## src/wdc_pkg.sv

```systemverilog
// package: register map, field positions, reset values and counts of the watchdog control block
package wdc_pkg;
  // register map (byte offsets on the plain register port)
  localparam logic [3:0] WDC_ADDR_CTRL = 4'h0;   // watchdog_control_register
  localparam logic [3:0] WDC_ADDR_CAUSE = 4'h1;  // reset cause, bit 3 = watchdog cause
  localparam logic [3:0] WDC_ADDR_CFG = 4'h2;    // status: safety level, enable state
  // control and cause register field positions
  localparam int WDC_BIT_IRQ_FLAG = 7;
  localparam int WDC_BIT_IRQ_EN = 6;
  localparam int WDC_BIT_SEL3 = 5;
  localparam int WDC_BIT_KEY = 4;
  localparam int WDC_BIT_WDE = 3;
  localparam int WDC_BIT_CAUSE = 3;
  // select reset value, last valid code and reserved fallback
  localparam logic [3:0] WDC_SEL_RST = 4'h0;
  localparam logic [3:0] WDC_SEL_MAX = 4'h9;     // last valid select code
  localparam logic [3:0] WDC_SEL_RESERVED_USE = 4'h9;
  // timing
  localparam int WDC_KEY_CYCLES = 4;             // change key lifetime in processor clocks
  localparam int WDC_BASE_TIMEOUT = 2048;        // oscillator cycles for select code 0
  localparam int WDC_CNT_W = 21;                 // enough for 1048576 cycles
  localparam int WDC_OSC_HZ = 128000;            // watchdog oscillator rate
  localparam int WDC_SYS_HZ = 10000000;          // processor clock rate
  localparam int WDC_OSC_DIV = WDC_SYS_HZ / WDC_OSC_HZ / 2; // half-period in processor clocks
endpackage

```

## src/wdc_tick_if.sv

```systemverilog
// interface: run, restart, select and time-out carrier between the watchdog core and its counter
`timescale 1ns/1ps
`default_nettype none
interface wdc_tick_if;
  logic run;
  logic restart;
  logic [3:0] sel;
  logic timeout;
  modport ctrl (output run, output restart, output sel, input timeout);
  modport cnt (input run, input restart, input sel, output timeout);
endinterface
`default_nettype wire

```

## src/wdc_counter.sv

```systemverilog
// module: watchdog oscillator and prescaled time-out counter
`timescale 1ns/1ps
`default_nettype none
module wdc_counter
  import wdc_pkg::*;
#(
  parameter int OSC_DIV = WDC_OSC_DIV
) (
  // clock and reset
  input wire logic sys_clk,
  input wire logic srst,
  // control side
  wdc_tick_if.cnt tk
);
  logic [7:0] div_r;
  logic osc_r;
  logic osc_s1_r;
  logic osc_s2_r;
  logic osc_s3_r;
  logic [WDC_CNT_W-1:0] cnt_r;
  logic timeout_r;
  wire osc_rise;
  wire [WDC_CNT_W-1:0] limit;

  // ----------------------------------------------------------------
  // oscillator model and synchroniser
  // ----------------------------------------------------------------
  // separate oscillator near 128 kHz
  always_ff @(posedge sys_clk) begin
    if (srst) begin
      div_r <= 8'h00;
      osc_r <= 1'b0;
    end else if (div_r == 8'(OSC_DIV - 1)) begin
      div_r <= 8'h00;
      osc_r <= ~osc_r;
    end else begin
      div_r <= div_r + 8'h01;
    end
  end

  // oscillator edge brought through two flops
  always_ff @(posedge sys_clk) begin
    if (srst) begin
      osc_s1_r <= 1'b0;
      osc_s2_r <= 1'b0;
      osc_s3_r <= 1'b0;
    end else begin
      osc_s1_r <= osc_r;
      osc_s2_r <= osc_s1_r;
      osc_s3_r <= osc_s2_r;
    end
  end
  assign osc_rise = osc_s2_r & ~osc_s3_r;

  // ----------------------------------------------------------------
  // time-out counter
  // ----------------------------------------------------------------
  // 2048 cycles doubled per code step
  assign limit = WDC_CNT_W'(WDC_BASE_TIMEOUT) << tk.sel;

  // restart on kick, disable or reset
  always_ff @(posedge sys_clk) begin
    if (srst || tk.restart || !tk.run) begin
      cnt_r <= '0;
      timeout_r <= 1'b0;
    // compare at or above limit - 1 on a rise: a smaller select must not let the count overshoot
    end else if (osc_rise && (cnt_r >= limit - WDC_CNT_W'(1))) begin
      cnt_r <= '0;
      timeout_r <= 1'b1;
    end else begin
      if (osc_rise) cnt_r <= cnt_r + WDC_CNT_W'(1);
      timeout_r <= 1'b0;
    end
  end
  assign tk.timeout = timeout_r;
endmodule
`default_nettype wire

```

## src/wdc_top.sv

```systemverilog
// module: watchdog control register, timed change key and time-out actions
//
// Chosen here: the register offsets and strobed register access.
`timescale 1ns/1ps
`default_nettype none
module wdc_top
  import wdc_pkg::*;
#(
  parameter int OSC_DIV = WDC_OSC_DIV
) (
  // clock and reset
  input wire logic sys_clk,
  input wire logic srst,
  // register port
  input wire logic [3:0] reg_addr,
  input wire logic [7:0] reg_wdata,
  input wire logic reg_wr,
  input wire logic reg_rd,
  output logic [7:0] reg_rdata,
  // processor side
  input wire logic safety_level_fuse,
  input wire logic global_irq_enable,
  input wire logic kick_instruction,
  input wire logic irq_vector_ack,
  output logic wdt_irq,
  output logic wdt_reset
);
  logic irq_flag_r;
  logic irq_en_r;
  logic wde_r;
  logic key_r;
  logic [2:0] key_cnt_r;
  logic [3:0] sel_r;
  logic cause_r;
  logic lvl2_r;
  logic [7:0] rdata_r;
  logic irq_r;
  logic rst_pulse_r;
  wdc_tick_if tk ();

  wire wr_ctrl;
  wire wr_cause;
  wire [3:0] sel_wr;
  wire [3:0] sel_legal;
  wire wde_eff;
  wire to_irq;
  wire to_reset;
  wire key_set;
  wire [7:0] ctrl_view;
  wire [7:0] rd_mux;

  // ----------------------------------------------------------------
  // decode
  // ----------------------------------------------------------------
  assign wr_ctrl = reg_wr && (reg_addr == WDC_ADDR_CTRL);
  assign wr_cause = reg_wr && (reg_addr == WDC_ADDR_CAUSE);
  assign sel_wr = {reg_wdata[WDC_BIT_SEL3], reg_wdata[2:0]};
  // reserved codes fall back to a valid code
  assign sel_legal = (sel_wr > WDC_SEL_MAX) ? WDC_SEL_RESERVED_USE : sel_wr;
  // level one enable forced by reset cause; level two always on
  assign wde_eff = wde_r | lvl2_r | cause_r;
  assign to_irq = tk.timeout && irq_en_r;
  assign to_reset = tk.timeout && !irq_en_r && wde_eff;
  assign key_set = wr_ctrl && reg_wdata[WDC_BIT_KEY] && reg_wdata[WDC_BIT_WDE];
  assign ctrl_view = {irq_flag_r, irq_en_r, sel_r[3], key_r, wde_eff, sel_r[2:0]};
  assign rd_mux = (reg_addr == WDC_ADDR_CTRL) ? ctrl_view :
                  (reg_addr == WDC_ADDR_CAUSE) ? {4'h0, cause_r, 3'h0} :
                  (reg_addr == WDC_ADDR_CFG) ? {6'h00, lvl2_r, wde_eff} : 8'h00;

  // counter hookup; stopped when both enables clear
  assign tk.run = wde_eff | irq_en_r;
  assign tk.restart = kick_instruction;
  assign tk.sel = sel_r;

  wdc_counter #(.OSC_DIV(OSC_DIV)) u_cnt (
    .sys_clk(sys_clk),
    .srst(srst),
    .tk(tk)
  );

  // ----------------------------------------------------------------
  // safety level capture
  // ----------------------------------------------------------------
  // fuse sampled by a clocked process during reset
  always_ff @(posedge sys_clk) begin
    if (srst) lvl2_r <= safety_level_fuse;
  end

  // ----------------------------------------------------------------
  // change key and its four-cycle window
  // ----------------------------------------------------------------
  // key clears four clocks after it was written
  always_ff @(posedge sys_clk) begin
    if (srst) begin
      key_r <= 1'b0;
      key_cnt_r <= 3'h0;
    end else if (key_set) begin
      key_r <= 1'b1;
      key_cnt_r <= 3'(WDC_KEY_CYCLES - 1);
    end else if (wr_ctrl || key_cnt_r == 3'h0) begin
      key_r <= 1'b0;
      key_cnt_r <= 3'h0;
    end else begin
      key_cnt_r <= key_cnt_r - 3'h1;
    end
  end

  // ----------------------------------------------------------------
  // enable and select
  // ----------------------------------------------------------------
  // set freely; clear only with key
  always_ff @(posedge sys_clk) begin
    if (srst) begin
      wde_r <= 1'b0;
    end else if (wr_ctrl && reg_wdata[WDC_BIT_WDE]) begin
      wde_r <= 1'b1;
    end else if (wr_ctrl && key_r) begin
      wde_r <= 1'b0;
    end
  end

  // select written only under key (free in level one)
  always_ff @(posedge sys_clk) begin
    if (srst) begin
      sel_r <= WDC_SEL_RST;
    end else if (wr_ctrl && (key_r || !lvl2_r)) begin
      sel_r <= sel_legal;
    end
  end

  // ----------------------------------------------------------------
  // interrupt enable and flag
  // ----------------------------------------------------------------
  // time-out with enable set clears interrupt enable
  always_ff @(posedge sys_clk) begin
    if (srst) begin
      irq_en_r <= 1'b0;
    end else if (to_irq && wde_eff) begin
      irq_en_r <= 1'b0;
    end else if (wr_ctrl) begin
      irq_en_r <= reg_wdata[WDC_BIT_IRQ_EN];
    end
  end

  // set on time-out wins; vector clear; write one clears
  always_ff @(posedge sys_clk) begin
    if (srst) begin
      irq_flag_r <= 1'b0;
    end else if (to_irq) begin
      irq_flag_r <= 1'b1;
    end else if (irq_vector_ack || (wr_ctrl && reg_wdata[WDC_BIT_IRQ_FLAG])) begin
      irq_flag_r <= 1'b0;
    end
  end

  // reset cause flag, kept across the watchdog pulse; software writes zero
  always_ff @(posedge sys_clk) begin
    if (srst) begin
      cause_r <= 1'b0;
    end else if (to_reset) begin
      cause_r <= 1'b1;
    end else if (wr_cause && !reg_wdata[WDC_BIT_CAUSE]) begin
      cause_r <= 1'b0;
    end
  end

  // ----------------------------------------------------------------
  // outputs
  // ----------------------------------------------------------------
  // interrupt gate; one-clock reset pulse
  always_ff @(posedge sys_clk) begin
    if (srst) begin
      irq_r <= 1'b0;
      rst_pulse_r <= 1'b0;
      rdata_r <= 8'h00;
    end else begin
      irq_r <= irq_flag_r && irq_en_r && global_irq_enable;
      rst_pulse_r <= to_reset;
      rdata_r <= reg_rd ? rd_mux : 8'h00;
    end
  end
  assign wdt_irq = irq_r;
  assign wdt_reset = rst_pulse_r;
  assign reg_rdata = rdata_r;
endmodule
`default_nettype wire

```

## config.mk

```make
export PLATFORM = sky130hd
export DESIGN_NAME = wdc_top
export DESIGN_NICKNAME = d
export VERILOG_FILES = /design/src/wdc_pkg.sv /design/src/wdc_tick_if.sv /design/src/wdc_counter.sv /design/src/wdc_top.sv
export SDC_FILE = /design/constraint.sdc
export NUM_CORES = 1
export LEC_CHECK = 0
export ABC_AREA = 1
export BUFFER_PORTS_ARGS = -buffer_cell sky130_fd_sc_hd__buf_4
export CAP_MARGIN = 20
export CORE_ASPECT_RATIO = 1.4
export CORE_UTILIZATION = 35
export DETAILED_ROUTE_END_ITERATION = 6
export GPL_ROUTABILITY_DRIVEN = 0
export GPL_TIMING_DRIVEN = 0
export PLACE_DENSITY_LB_ADDON = 0.08
export SYNTH_ARGS = -nofsm -noshare
export SYNTH_HDL_FRONTEND = slang
export SYNTH_SLANG_ARGS = --single-unit
```

## constraint.sdc

```tcl
create_clock -name sys_clk -period 6.7 [get_ports sys_clk]
set_input_delay 1.005 -clock sys_clk [delete_from_list [all_inputs] [get_ports sys_clk]]
set_output_delay 1.005 -clock sys_clk [all_outputs]
set_load 0.05 [all_outputs]
```

==> results of run 1 <==
[synth_stat cells (all sizes together) (4+ instances only)]
library cell,count,area share
a21oi,14,0.024
nand4,5,0.011
xnor2,13,0.039
ha,16,0.069
inv,54,0.070
nand3,24,0.046
o22ai,4,0.0086
buf,4,0.012
xor2,11,0.033
nor2,81,0.13
nor3,10,0.017
nand2,77,0.11
o21ai,4,0.0069
dfxtp,56,0.39
[cell type report]
| class | count | area (µm²) |
|---|---|---|
| Clock buffer | 11 | 151 |
| Timing Repair Buffer | 29 | 218 |
| Multi-Input combinational cell | 268 | 1500 |
| Fill cell | 835 | 4420 |
| Clock inverter | 5 | 77.6 |
| Buffer | 6 | 42.5 |
| Sequential cell | 57 | 1150 |
| Tap cell | 100 | 125 |
| Inverter | 54 | 203 |
[worst reg2reg max path, cell delays in order, from the launching register on]
cell      delay, ns
dfxtp_1        0.30
clkbuf_1       0.18
nor2_1         0.16
nand2_1        0.08
nor2_1         0.15
inv_1          0.06
ha_1           0.20
nand2_1        0.17
inv_1          0.06
nor3_1         0.15
o22ai_1        0.10
ha_1           0.29
nand2_1        0.05
nor2_1         0.22
a21boi_0       0.21
nor2_1         0.06
nand2_1        0.05
nand2_1        0.07
nand2_2        0.12
buf_8          0.17
nor2_2         0.04
[worst paths after layout]
| path | startpoint | to | slack [ns] | cells after the start |
|---|---|---|---|---|
| setup / recovery | sel_r[1] | u_cnt.cnt_r[15] | 3.71 | 20 |
| setup reg to reg | sel_r[1] | u_cnt.cnt_r[15] | 3.71 | 20 |
| hold / removal | u_cnt.osc_s1_r | u_cnt.osc_s2_r | 0.42 | 2 |
| hold reg to reg | u_cnt.osc_s1_r | u_cnt.osc_s2_r | 0.42 | 2 |
[registers in the layout, summed over array words and instances (netlist names)]
register,cells
u_cnt.osc_s1_r,1
irq_en_r,1
key_r,1
u_cnt.tk.timeout,1
sel_r,4
wdt_reset,1
u_cnt.osc_r,1
key_cnt_r,3
irq_flag_r,1
wde_r,1
lvl2_r,1
reg_rdata,8
cause_r,1
u_cnt.osc_s3_r,1
u_cnt.cnt_r,21
u_cnt.osc_s2_r,1
u_cnt.div_r,8
wdt_irq,1
[metal layers]
metal,track usage,up-vias,routed length (µm),share of wire
met3,0.0515,11,242,0.041
met1,0.176,1006,2800,0.48
met2,0.266,42,2740,0.46
met5,0,-,0,0
met4,0.0740,0,109,0.018
li1,-,1285,-,-
[kinds of logic (layout without fill, tap and decap cells)]
kind of cell	count (synthesis)	after routing
xor+xnor	24	24
compound gates	29	29
flops	57	57
buf+inv	60	105
simple gates	199	199
fa+ha+maj	16	16
[stage by stage]
step / utilization / std cells
floorplan: - / 385
global placement: 0.411 / 514
detailed placement: 0.411 / 514
CTS: 0.440 / 530
global route: 0.440 / 530
finish: 0.440 / 530
[power groups by stage]
| stage | clock, mW | combinational [mW] | sequential, mW |
|---|---|---|---|
| 2_1_floorplan | 0 | 0.0372 | 0.357 |
| 3_3_place_gp | 0 | 0.0554 | 0.358 |
| 3_5_place_dp | 0 | 0.0568 | 0.358 |
| 4_1_cts | 0.385 | 0.0572 | 0.350 |
| 5_1_grt | 0.400 | 0.0640 | 0.351 |
| 6_report | 0.367 | 0.0557 | 0.350 |
==> impl_metrics.json, run 1 <==
{
  "outcome": "complete, no violations",
  "power_frac_seq": 0.453,
  "p_int_mw": 0.600,
  "fraction_of_final_layout_cells_with_drive_strength_greater_than_1": 0.174,
  "fin_tns_setup_ns": 0,
  "slowest_stage": "dfxtp_1",
  "final_cell_mix": "nand2_1, nor2_1, dfxtp_1",
  "cts_buffers": 9,
  "worst_ep_required_time_ns": 6.93,
  "routed_wire_length_per_instance_um": 11.1,
  "maximum_number_of_pins_on_one_net_before_global_route_repair": 11,
  "setup.worst_path.start_class": "register",
  "global_route_wire_length_before_repair_um": 10100,
  "core.rowCount": 38,
  "tritoncts": "yes",
  "slew_headroom": 0.670,
  "power.share.switching": 0.224,
  "cp.buffers_inverters": 4,
  "post_cts_buffers": 0,
  "cts_sinks": 57,
  "synth-compound-area-share": 0.0579,
  "drc": 0,
  "core_region_area_um2": 7890,
  "comb_power_share": 0.072,
  "grt_setup_unrepaired": "no",
  "dp_worst_setup_slack_ns": 3.70,
  "clk_path_buf_depth": 2,
  "layout.cells.most_common": "nand2_1",
  "cts_hold_buf": 0,
  "cts_root_buffer": "clkbuf_8",
  "postSynth.topFlopCell": "dfxtp_1",
  "final_cell_area_um2": 3470,
  "yosysSeqAreaShare": 0.397,
  "layout_min_cycle_time_ns": 2.99,
  "data_arrival_time_at_the_worst_slack_endpoint_ns": 3.22,
  "totalWireLength_um": 5890,
  "synth_enable_flop_cells": 1,
  "antenna_violations_before_repair": 0,
  "timing_max_transition_violations_final": 0,
  "grt.overflow.total": 0,
  "final-hold-violation-count": 0,
  "synth.lib_cells_used.distinct": 32,
  "worst_ir_drop_vdd_mv": 0.0997,
  "synth_area_per_cell_um2": 7.53,
  "vias": 2344,
  "detailedRoute.firstPassIterationCount": 4,
  "ys_warn_count": 0,
  "switching_power_mw": 0.173,
  "worst_setup_end_kind": "register",
  "dr.first_iter.drc_count": 67,
  "main_combinational_cell_family_by_area_after_synthesis": "simple AND/OR/NAND/NOR gates",
  "design_power_total_mw": 0.773,
  "synth_simple_gate_area_frac": 0.319,
  "syn-cell-area_um2": 2900,
  "post_synth_mux_area_share": 0,
  "die-height_um": 110,
  "path_common_cell": "nand2_1",
  "postSynthRegisterBits": 57,
  "first_global_vias": 2205,
  "fmaxAchievable_ghz": 0.335,
  "fin_nets": 461,
  "area_growth_pct": 19.7,
  "die_x_um": 78.9,
  "cts_repair_resize_count": 0,
  "xor_and_xnor_area_share_after_synthesis": 0.0725,
  "level_count_of_the_clock_h_tree": 3,
  "clkLatencyLatePin_ns": 0.35,
  "drtAntennaViolNets": 0,
  "worst-setup-path-type": "reg -> reg",
  "cell_count_after_synthesis": 385,
  "place_hpwl_um": 4500,
  "critical_path_peak_fanout": 10,
  "syn-num-nets": 421,
  "leakage_power_nw": 1.40,
  "number_of_diodes_added_for_antenna_fixing": 0,
  "power_per_cell_area_nw_per_um2": 223,
  "path_cells": "clkbuf_1 -> nor2_1 -> nand2_1 -> nor2_1 -> inv_1 -> ha_1 -> nand2_1 -> inv_1 -> nor3_1 -> o22ai_1 -> ha_1 -> nand2_1 -> nor2_1 -> a21boi_0 -> nor2_1 -> nand2_1 -> nand2_1 -> nand2_2 -> buf_8 -> nor2_2",
  "final.hold.worst_slack_ns": 0.416,
  "fin_ws_ns": 3.71,
  "total_grt_usage": 0.156,
  "floorplan.initialDensity": 0.367,
  "drt-vias-per-instance": 4.42,
  "number_of_i_o_pins": 30,
  "worst_hold_path_type": "reg -> reg",
  "synth_async_sr_flop_share": 0,
  "worst_slew_pin_slew_ns": 0.495,
  "clock-skew-final_ns": 0.0102,
  "critPathTopFamily": "simple AND/OR/NAND/NOR gates",
  "timing.critical_path.slowest_cell_delay_ns": 0.30,
  "finalSetupViolations": 0,
  "die_area_um2": 8650,
  "synth_fa_ha_area_frac": 0.0691,
  "finalCritPeriodShare": 0.446,
  "place.port_buffers": 29,
  "clock_slew_at_the_register_clock_pins_of_the_worst_setup_and_hold_paths_ns": 0.07,
  "post_dp_cell_area_um2": 3240,
  "max_cap_viol_count": 0,
  "power.clock.fraction": 0.475
}
(Power assumes the default switching activity.)
==> run 2: changes to the inputs <==
==> constraint.sdc (replaced) <==
create_clock -name sys_clk -period 2.55 [get_ports sys_clk]
set_input_delay 0.3825 -clock sys_clk [delete_from_list [all_inputs] [get_ports sys_clk]]
set_output_delay 0.3825 -clock sys_clk [all_outputs]
set_load 0.05 [all_outputs]
==> impl_metrics.json, run 2 (same netlist as run 1, synthesis figures left out) <==
{
  "outcome": "complete, no violations",
  "level_count_of_the_clock_h_tree": 3,
  "vias": 2484,
  "power_per_cell_area_nw_per_um2": 514,
  "fraction_of_final_layout_cells_with_drive_strength_greater_than_1": 0.300,
  "place.port_buffers": 29,
  "dp_cells": 514,
  "worst_slew_pin_slew_ns": 0.502,
  "leakage_power_nw": 1.50,
  "dr.first_iter.drc_count": 71,
  "final.hold.worst_slack_ns": 0.222,
  "clock_slew_at_the_register_clock_pins_of_the_worst_setup_and_hold_paths_ns": 0.06,
  "worst_ir_drop_vdd_mv": 0.322,
  "cts_root_buffer": "clkbuf_8",
  "slew_headroom": 0.665,
  "finalCritPeriodShare": 0.994,
  "data_arrival_time_at_the_worst_slack_endpoint_ns": 2.78,
  "fmaxAchievable_ghz": 0.394,
  "first_global_vias": 2427,
  "final_cell_mix": "nand2_1, dfxtp_1, inv_1",
  "cts_buffers": 9,
  "number_of_diodes_added_for_antenna_fixing": 0,
  "fin_nets": 475,
  "number_of_i_o_pins": 30,
  "die-height_um": 110,
  "seq_area_um2": 1160,
  "final-instance-count-excl-fill": 544,
  "grt.overflow.total": 0,
  "worst-setup-path-type": "reg -> reg",
  "timing.critical_path.slowest_cell_delay_ns": 0.37,
  "drtAntennaViolNets": 0,
  "timing_max_transition_violations_final": 0,
  "routed_wire_length_per_instance_um": 12.2,
  "worst_setup_end_kind": "register",
  "die_area_um2": 8650,
  "design_power_total_mw": 1.95,
  "area_growth_pct": 30.7,
  "global_route_wire_length_before_repair_um": 11100,
  "slowest_stage": "dfxtp_4",
  "tritoncts": "yes",
  "maximum_number_of_pins_on_one_net_before_global_route_repair": 11,
  "totalWireLength_um": 6630,
  "grt_setup_unrepaired": "yes",
  "cp.buffers_inverters": 4,
  "max_cap_viol_count": 0,
  "largest-register": "u_cnt.cnt_r",
  "critPathTopFamily": "simple AND/OR/NAND/NOR gates",
  "fin_ws_ns": 0.0148,
  "drt-vias-per-instance": 4.57,
  "layout_min_cycle_time_ns": 2.54,
  "layout.cells.most_common": "nand2_1",
  "multi_input_gate_area_um2": 1690,
  "fill_cells": 814,
  "antenna_violations_before_repair": 0,
  "worst_hold_path_type": "in -> reg",
  "dp_worst_setup_slack_ns": -0.392,
  "largest_register_ff_count": 21,
  "path_cells": "nor2_4 -> nand2_4 -> nor2_4 -> inv_2 -> ha_4 -> nand2_4 -> buf_4 -> buf_4 -> xnor2_1 -> ha_1 -> nand3_1 -> nor2_1 -> nand3_2 -> nor2_2 -> nor2_1 -> nand2_1 -> nand2_2 -> nand2_4 -> buf_8 -> nor2_2",
  "floorplan.initialDensity": 0.367,
  "critical_path_peak_fanout": 5,
  "cts_sinks": 57,
  "detailedRoute.firstPassIterationCount": 4,
  "setup.worst_path.start_class": "register",
  "finalSetupViolations": 0,
  "clkLatencyLatePin_ns": 0.35,
  "place_hpwl_um": 4580,
  "worst_ep_required_time_ns": 2.79,
  "drc": 0,
  "final-hold-violation-count": 0,
  "path_common_cell": "nand2_4",
  "clock-skew-final_ns": 0.00860,
  "core.rowCount": 38,
  "clk_path_buf_depth": 2,
  "core_region_area_um2": 7890,
  "die_x_um": 78.9,
  "total_grt_usage": 0.171
}
-- run 2: through the flow --
| stage | util | TNS, ns | area [µm²] |
|---|---|---|---|
| after floorplan | - | 0 | 2900 |
| after global placement | 0.411 | -7.22 | 3240 |
| after global routing | 0.480 | -2.54 | 3790 |
| after CTS | 0.461 | -0.0495 | 3640 |
| final | 0.480 | 0 | 3790 |
| after detailed placement | 0.411 | -8.06 | 3240 |
-- run 2: worst paths after layout --
path	startpoint	endpoint	slack [ns]	depth (start not counted)
min reg2reg	u_cnt.osc_s1_r	u_cnt.osc_s2_r	0.41	2
max	sel_r[0]	u_cnt.cnt_r[11]	0.01	20
max reg2reg	sel_r[0]	u_cnt.cnt_r[11]	0.01	20
min	safety_level_fuse	lvl2_r	0.22	1
-- run 2: metal layers --
metal  track usage  up-vias  part of all wire
met5             0        -                 0
met3        0.0307       10             0.038
met4        0.0974        0             0.024
li1              -     1319                 -
met2         0.302       38              0.50
met1         0.191     1117              0.44
-- run 2: area by class of cell --
type | instances | area share
multi-input cells | 268 | 0.446
flip-flops and latches | 57 | 0.307
well taps | 100 | 0.0330
clock buffers | 11 | 0.0373
inverters | 54 | 0.0542
clock inverters | 5 | 0.0142
repair buffers | 44 | 0.0955
plain buffers | 5 | 0.0126
-- run 2: where the power goes --
group	switching [mW]	internal, mW
combinational	0.0944	0.0840
sequential	0.00947	0.908
clock	0.375	0.475
-- run 2: what timing repair did --
action	CTS	global route
buffers inserted	11	2
resized for setup	29	40
endpoints found under the setup margin	22	22
hold buffers	0	0
pin swaps	18	24
gates cloned	2	0
==> run 3: changes to the inputs <==
==> constraint.sdc (replaced) <==
create_clock -name sys_clk -period 2.67 [get_ports sys_clk]
set_input_delay 0.4005 -clock sys_clk [delete_from_list [all_inputs] [get_ports sys_clk]]
set_output_delay 0.4005 -clock sys_clk [all_outputs]
set_load 0.05 [all_outputs]
==> impl_metrics.json, run 3 (same netlist as run 1, synthesis figures left out) <==
{
  "total_grt_usage": 0.164,
  "vias": 2384,
  "worst_ep_required_time_ns": 2.91,
  "drt-vias-per-instance": 4.41,
  "die-height_um": 110,
  "power_per_cell_area_nw_per_um2": 534,
  "crit-reg2reg-capture": "u_cnt.cnt_r[19]",
  "number_of_i_o_pins": 30,
  "totalWireLength_um": 6270,
  "final_cell_area_um2": 3670,
  "met2_usage": 0.285,
  "hold_path.startpoint": "safety_level_fuse",
  "finalSetupViolations": 0,
  "globalRoute.busiestLayer": "met2",
  "clock-skew-final_ns": 0.0118,
  "groute.layer.met1.usage": 0.182,
  "final-hold-violation-count": 0,
  "final_cell_mix": "nand2_1, nor2_1, dfxtp_1",
  "outcome": "complete, no violations",
  "largest-register": "u_cnt.cnt_r",
  "fin_nets": 471,
  "floorplan.initialDensity": 0.367,
  "seq_area_um2": 1160,
  "timing_max_transition_violations_final": 0,
  "place.port_buffers": 29,
  "detailedRoute.firstPassIterationCount": 4,
  "post_dp_cell_area_um2": 3240,
  "layout_min_cycle_time_ns": 2.54,
  "comb_power_share": 0.081,
  "die_area_um2": 8650,
  "worst_setup_end_kind": "register",
  "max_cap_viol_count": 0,
  "data_arrival_time_at_the_worst_slack_endpoint_ns": 2.78,
  "level_count_of_the_clock_h_tree": 3,
  "grtUsageMet3": 0.0515,
  "area_growth_pct": 26.7,
  "drtAntennaViolNets": 0,
  "grt.overflow.total": 0,
  "core.rowCount": 38,
  "fill_cells": 807,
  "slowest_stage": "dfxtp_4",
  "routed_wire_length_per_instance_um": 11.6,
  "fraction_of_final_layout_cells_with_drive_strength_greater_than_1": 0.248,
  "slew_headroom": 0.679,
  "cts_buffers": 9,
  "power.clock.fraction": 0.472,
  "drc": 0,
  "dr.first_iter.drc_count": 80,
  "layout.cells.most_common": "nand2_1",
  "die_x_um": 78.9,
  "grt_setup_unrepaired": "yes",
  "worst_hold_path_type": "in -> reg",
  "clock_slew_at_the_register_clock_pins_of_the_worst_setup_and_hold_paths_ns": 0.06,
  "worst_slew_pin_slew_ns": 0.482,
  "number_of_diodes_added_for_antenna_fixing": 0,
  "global_route_wire_length_before_repair_um": 10500,
  "clkLatencyLatePin_ns": 0.35,
  "r2r_cells": 18,
  "setup.worst_path.start_class": "register",
  "timing.critical_path.slowest_cell_delay_ns": 0.35,
  "cts_sinks": 57,
  "cts_hold_buf": 0,
  "design_power_total_mw": 1.96,
  "worstHoldEndpoint": "lvl2_r",
  "first_global_vias": 2262,
  "worst-setup-path-type": "reg -> reg",
  "path_cells": "buf_4 -> inv_2 -> nand3_2 -> ha_4 -> buf_4 -> xnor2_1 -> inv_1 -> ha_1 -> nand2_1 -> nor2_1 -> nand3_2 -> nor2_2 -> nor2_1 -> nand2_1 -> nand2_2 -> nand2_4 -> bufbuf_16 -> nor2_2",
  "leakage_power_nw": 1.49,
  "min_path_cells": 1,
  "tritoncts": "yes",
  "largest_register_ff_count": 21,
  "timing.reg2reg.setup_slack_ns": 0.13,
  "critical_path_peak_fanout": 5,
  "fmaxAchievable_ghz": 0.394,
  "multi_input_gate_area_um2": 1590,
  "power_frac_seq": 0.447,
  "power.share.switching": 0.227,
  "critPathLaunch": "sel_r[1]",
  "cts_root_buffer": "clkbuf_8",
  "switching_power_mw": 0.445,
  "finalCritPeriodShare": 0.951,
  "maximum_number_of_pins_on_one_net_before_global_route_repair": 11,
  "clk_path_buf_depth": 2,
  "place_hpwl_um": 4500,
  "r2r_start": "sel_r[1]",
  "p_int_mw": 1.52,
  "core_region_area_um2": 7890,
  "antenna_violations_before_repair": 0,
  "worst_ir_drop_vdd_mv": 0.253
}
run 3: cell count changes in the layout (fill, tap and decap cells not counted), sizes merged:
cell    change
buf         -5
bufbuf      +1
bufinv      +1
inv         -1
run 3: per-stage QoR:
stage | std cells | setup WS, ns | setup TNS, ns | utilization | hold slack, ns
after floorplan | 385 | 0.0911 | 0 | - | 0.388
after global placement | 514 | -0.315 | -6.31 | 0.411 | 0.406
after detailed placement | 514 | -0.334 | -6.70 | 0.411 | 0.410
after CTS | 538 | 0.0126 | 0 | 0.456 | 0.213
after global routing | 540 | -0.0251 | -0.113 | 0.465 | 0.214
final | 540 | 0.130 | 0 | 0.465 | 0.240
run 3: layout make-up:
cell class | count | share of cell area
Tap cell | 100 | 0.0341
Clock buffer | 11 | 0.0412
Sequential cell | 57 | 0.317
Buffer | 4 | 0.00886
Clock inverter | 5 | 0.0211
Timing Repair Buffer | 41 | 0.0906
Multi-Input combinational cell | 268 | 0.432
Inverter | 54 | 0.0552
run 3: worst max-delay path by stage:
stage                            endpoint  cells past startpoint
final                     u_cnt.cnt_r[19]                     18
after global routing       u_cnt.cnt_r[0]                     20
after global placement     u_cnt.cnt_r[7]                     20
after floorplan           u_cnt.cnt_r[15]                     20
after detailed placement   u_cnt.cnt_r[9]                     21
after CTS                  u_cnt.cnt_r[0]                     20
run 3: power by group through the flow:
stage                     Combinational, mW  Sequential, mW  Clock (mW)
after CTS                             0.161           0.878       0.966
after global routing                  0.181           0.878        1.01
after floorplan                      0.0932           0.897           0
final                                 0.160           0.876       0.926
after global placement                0.139           0.898           0
after detailed placement              0.142           0.898           0
run 3: timing repair:
item                                    4_1_cts  5_1_grt
endpoints found under the setup margin       22       20
pin swaps                                     6       11
resized for setup                            17       18
buffers inserted                              7        4
gates cloned                                  2        0
run 3: routing by layer:
| layer | wire, µm | up-vias |
|---|---|---|
| met5 | 0 | - |
| met3 | 225 | 12 |
| met4 | 96 | 0 |
| met2 | 3080 | 40 |
| li1 | - | 1302 |
| met1 | 2870 | 1030 |
run 3: worst max-delay path, delay by kind of cell, from the launching register on:
kind	cells	cell delay, ns
adder cells (fa/ha/maj)	2	0.45
AND/OR/NAND/NOR	10	0.83
flip-flops	1	0.35
XOR/XNOR	1	0.14
buffers and inverters	5	0.66
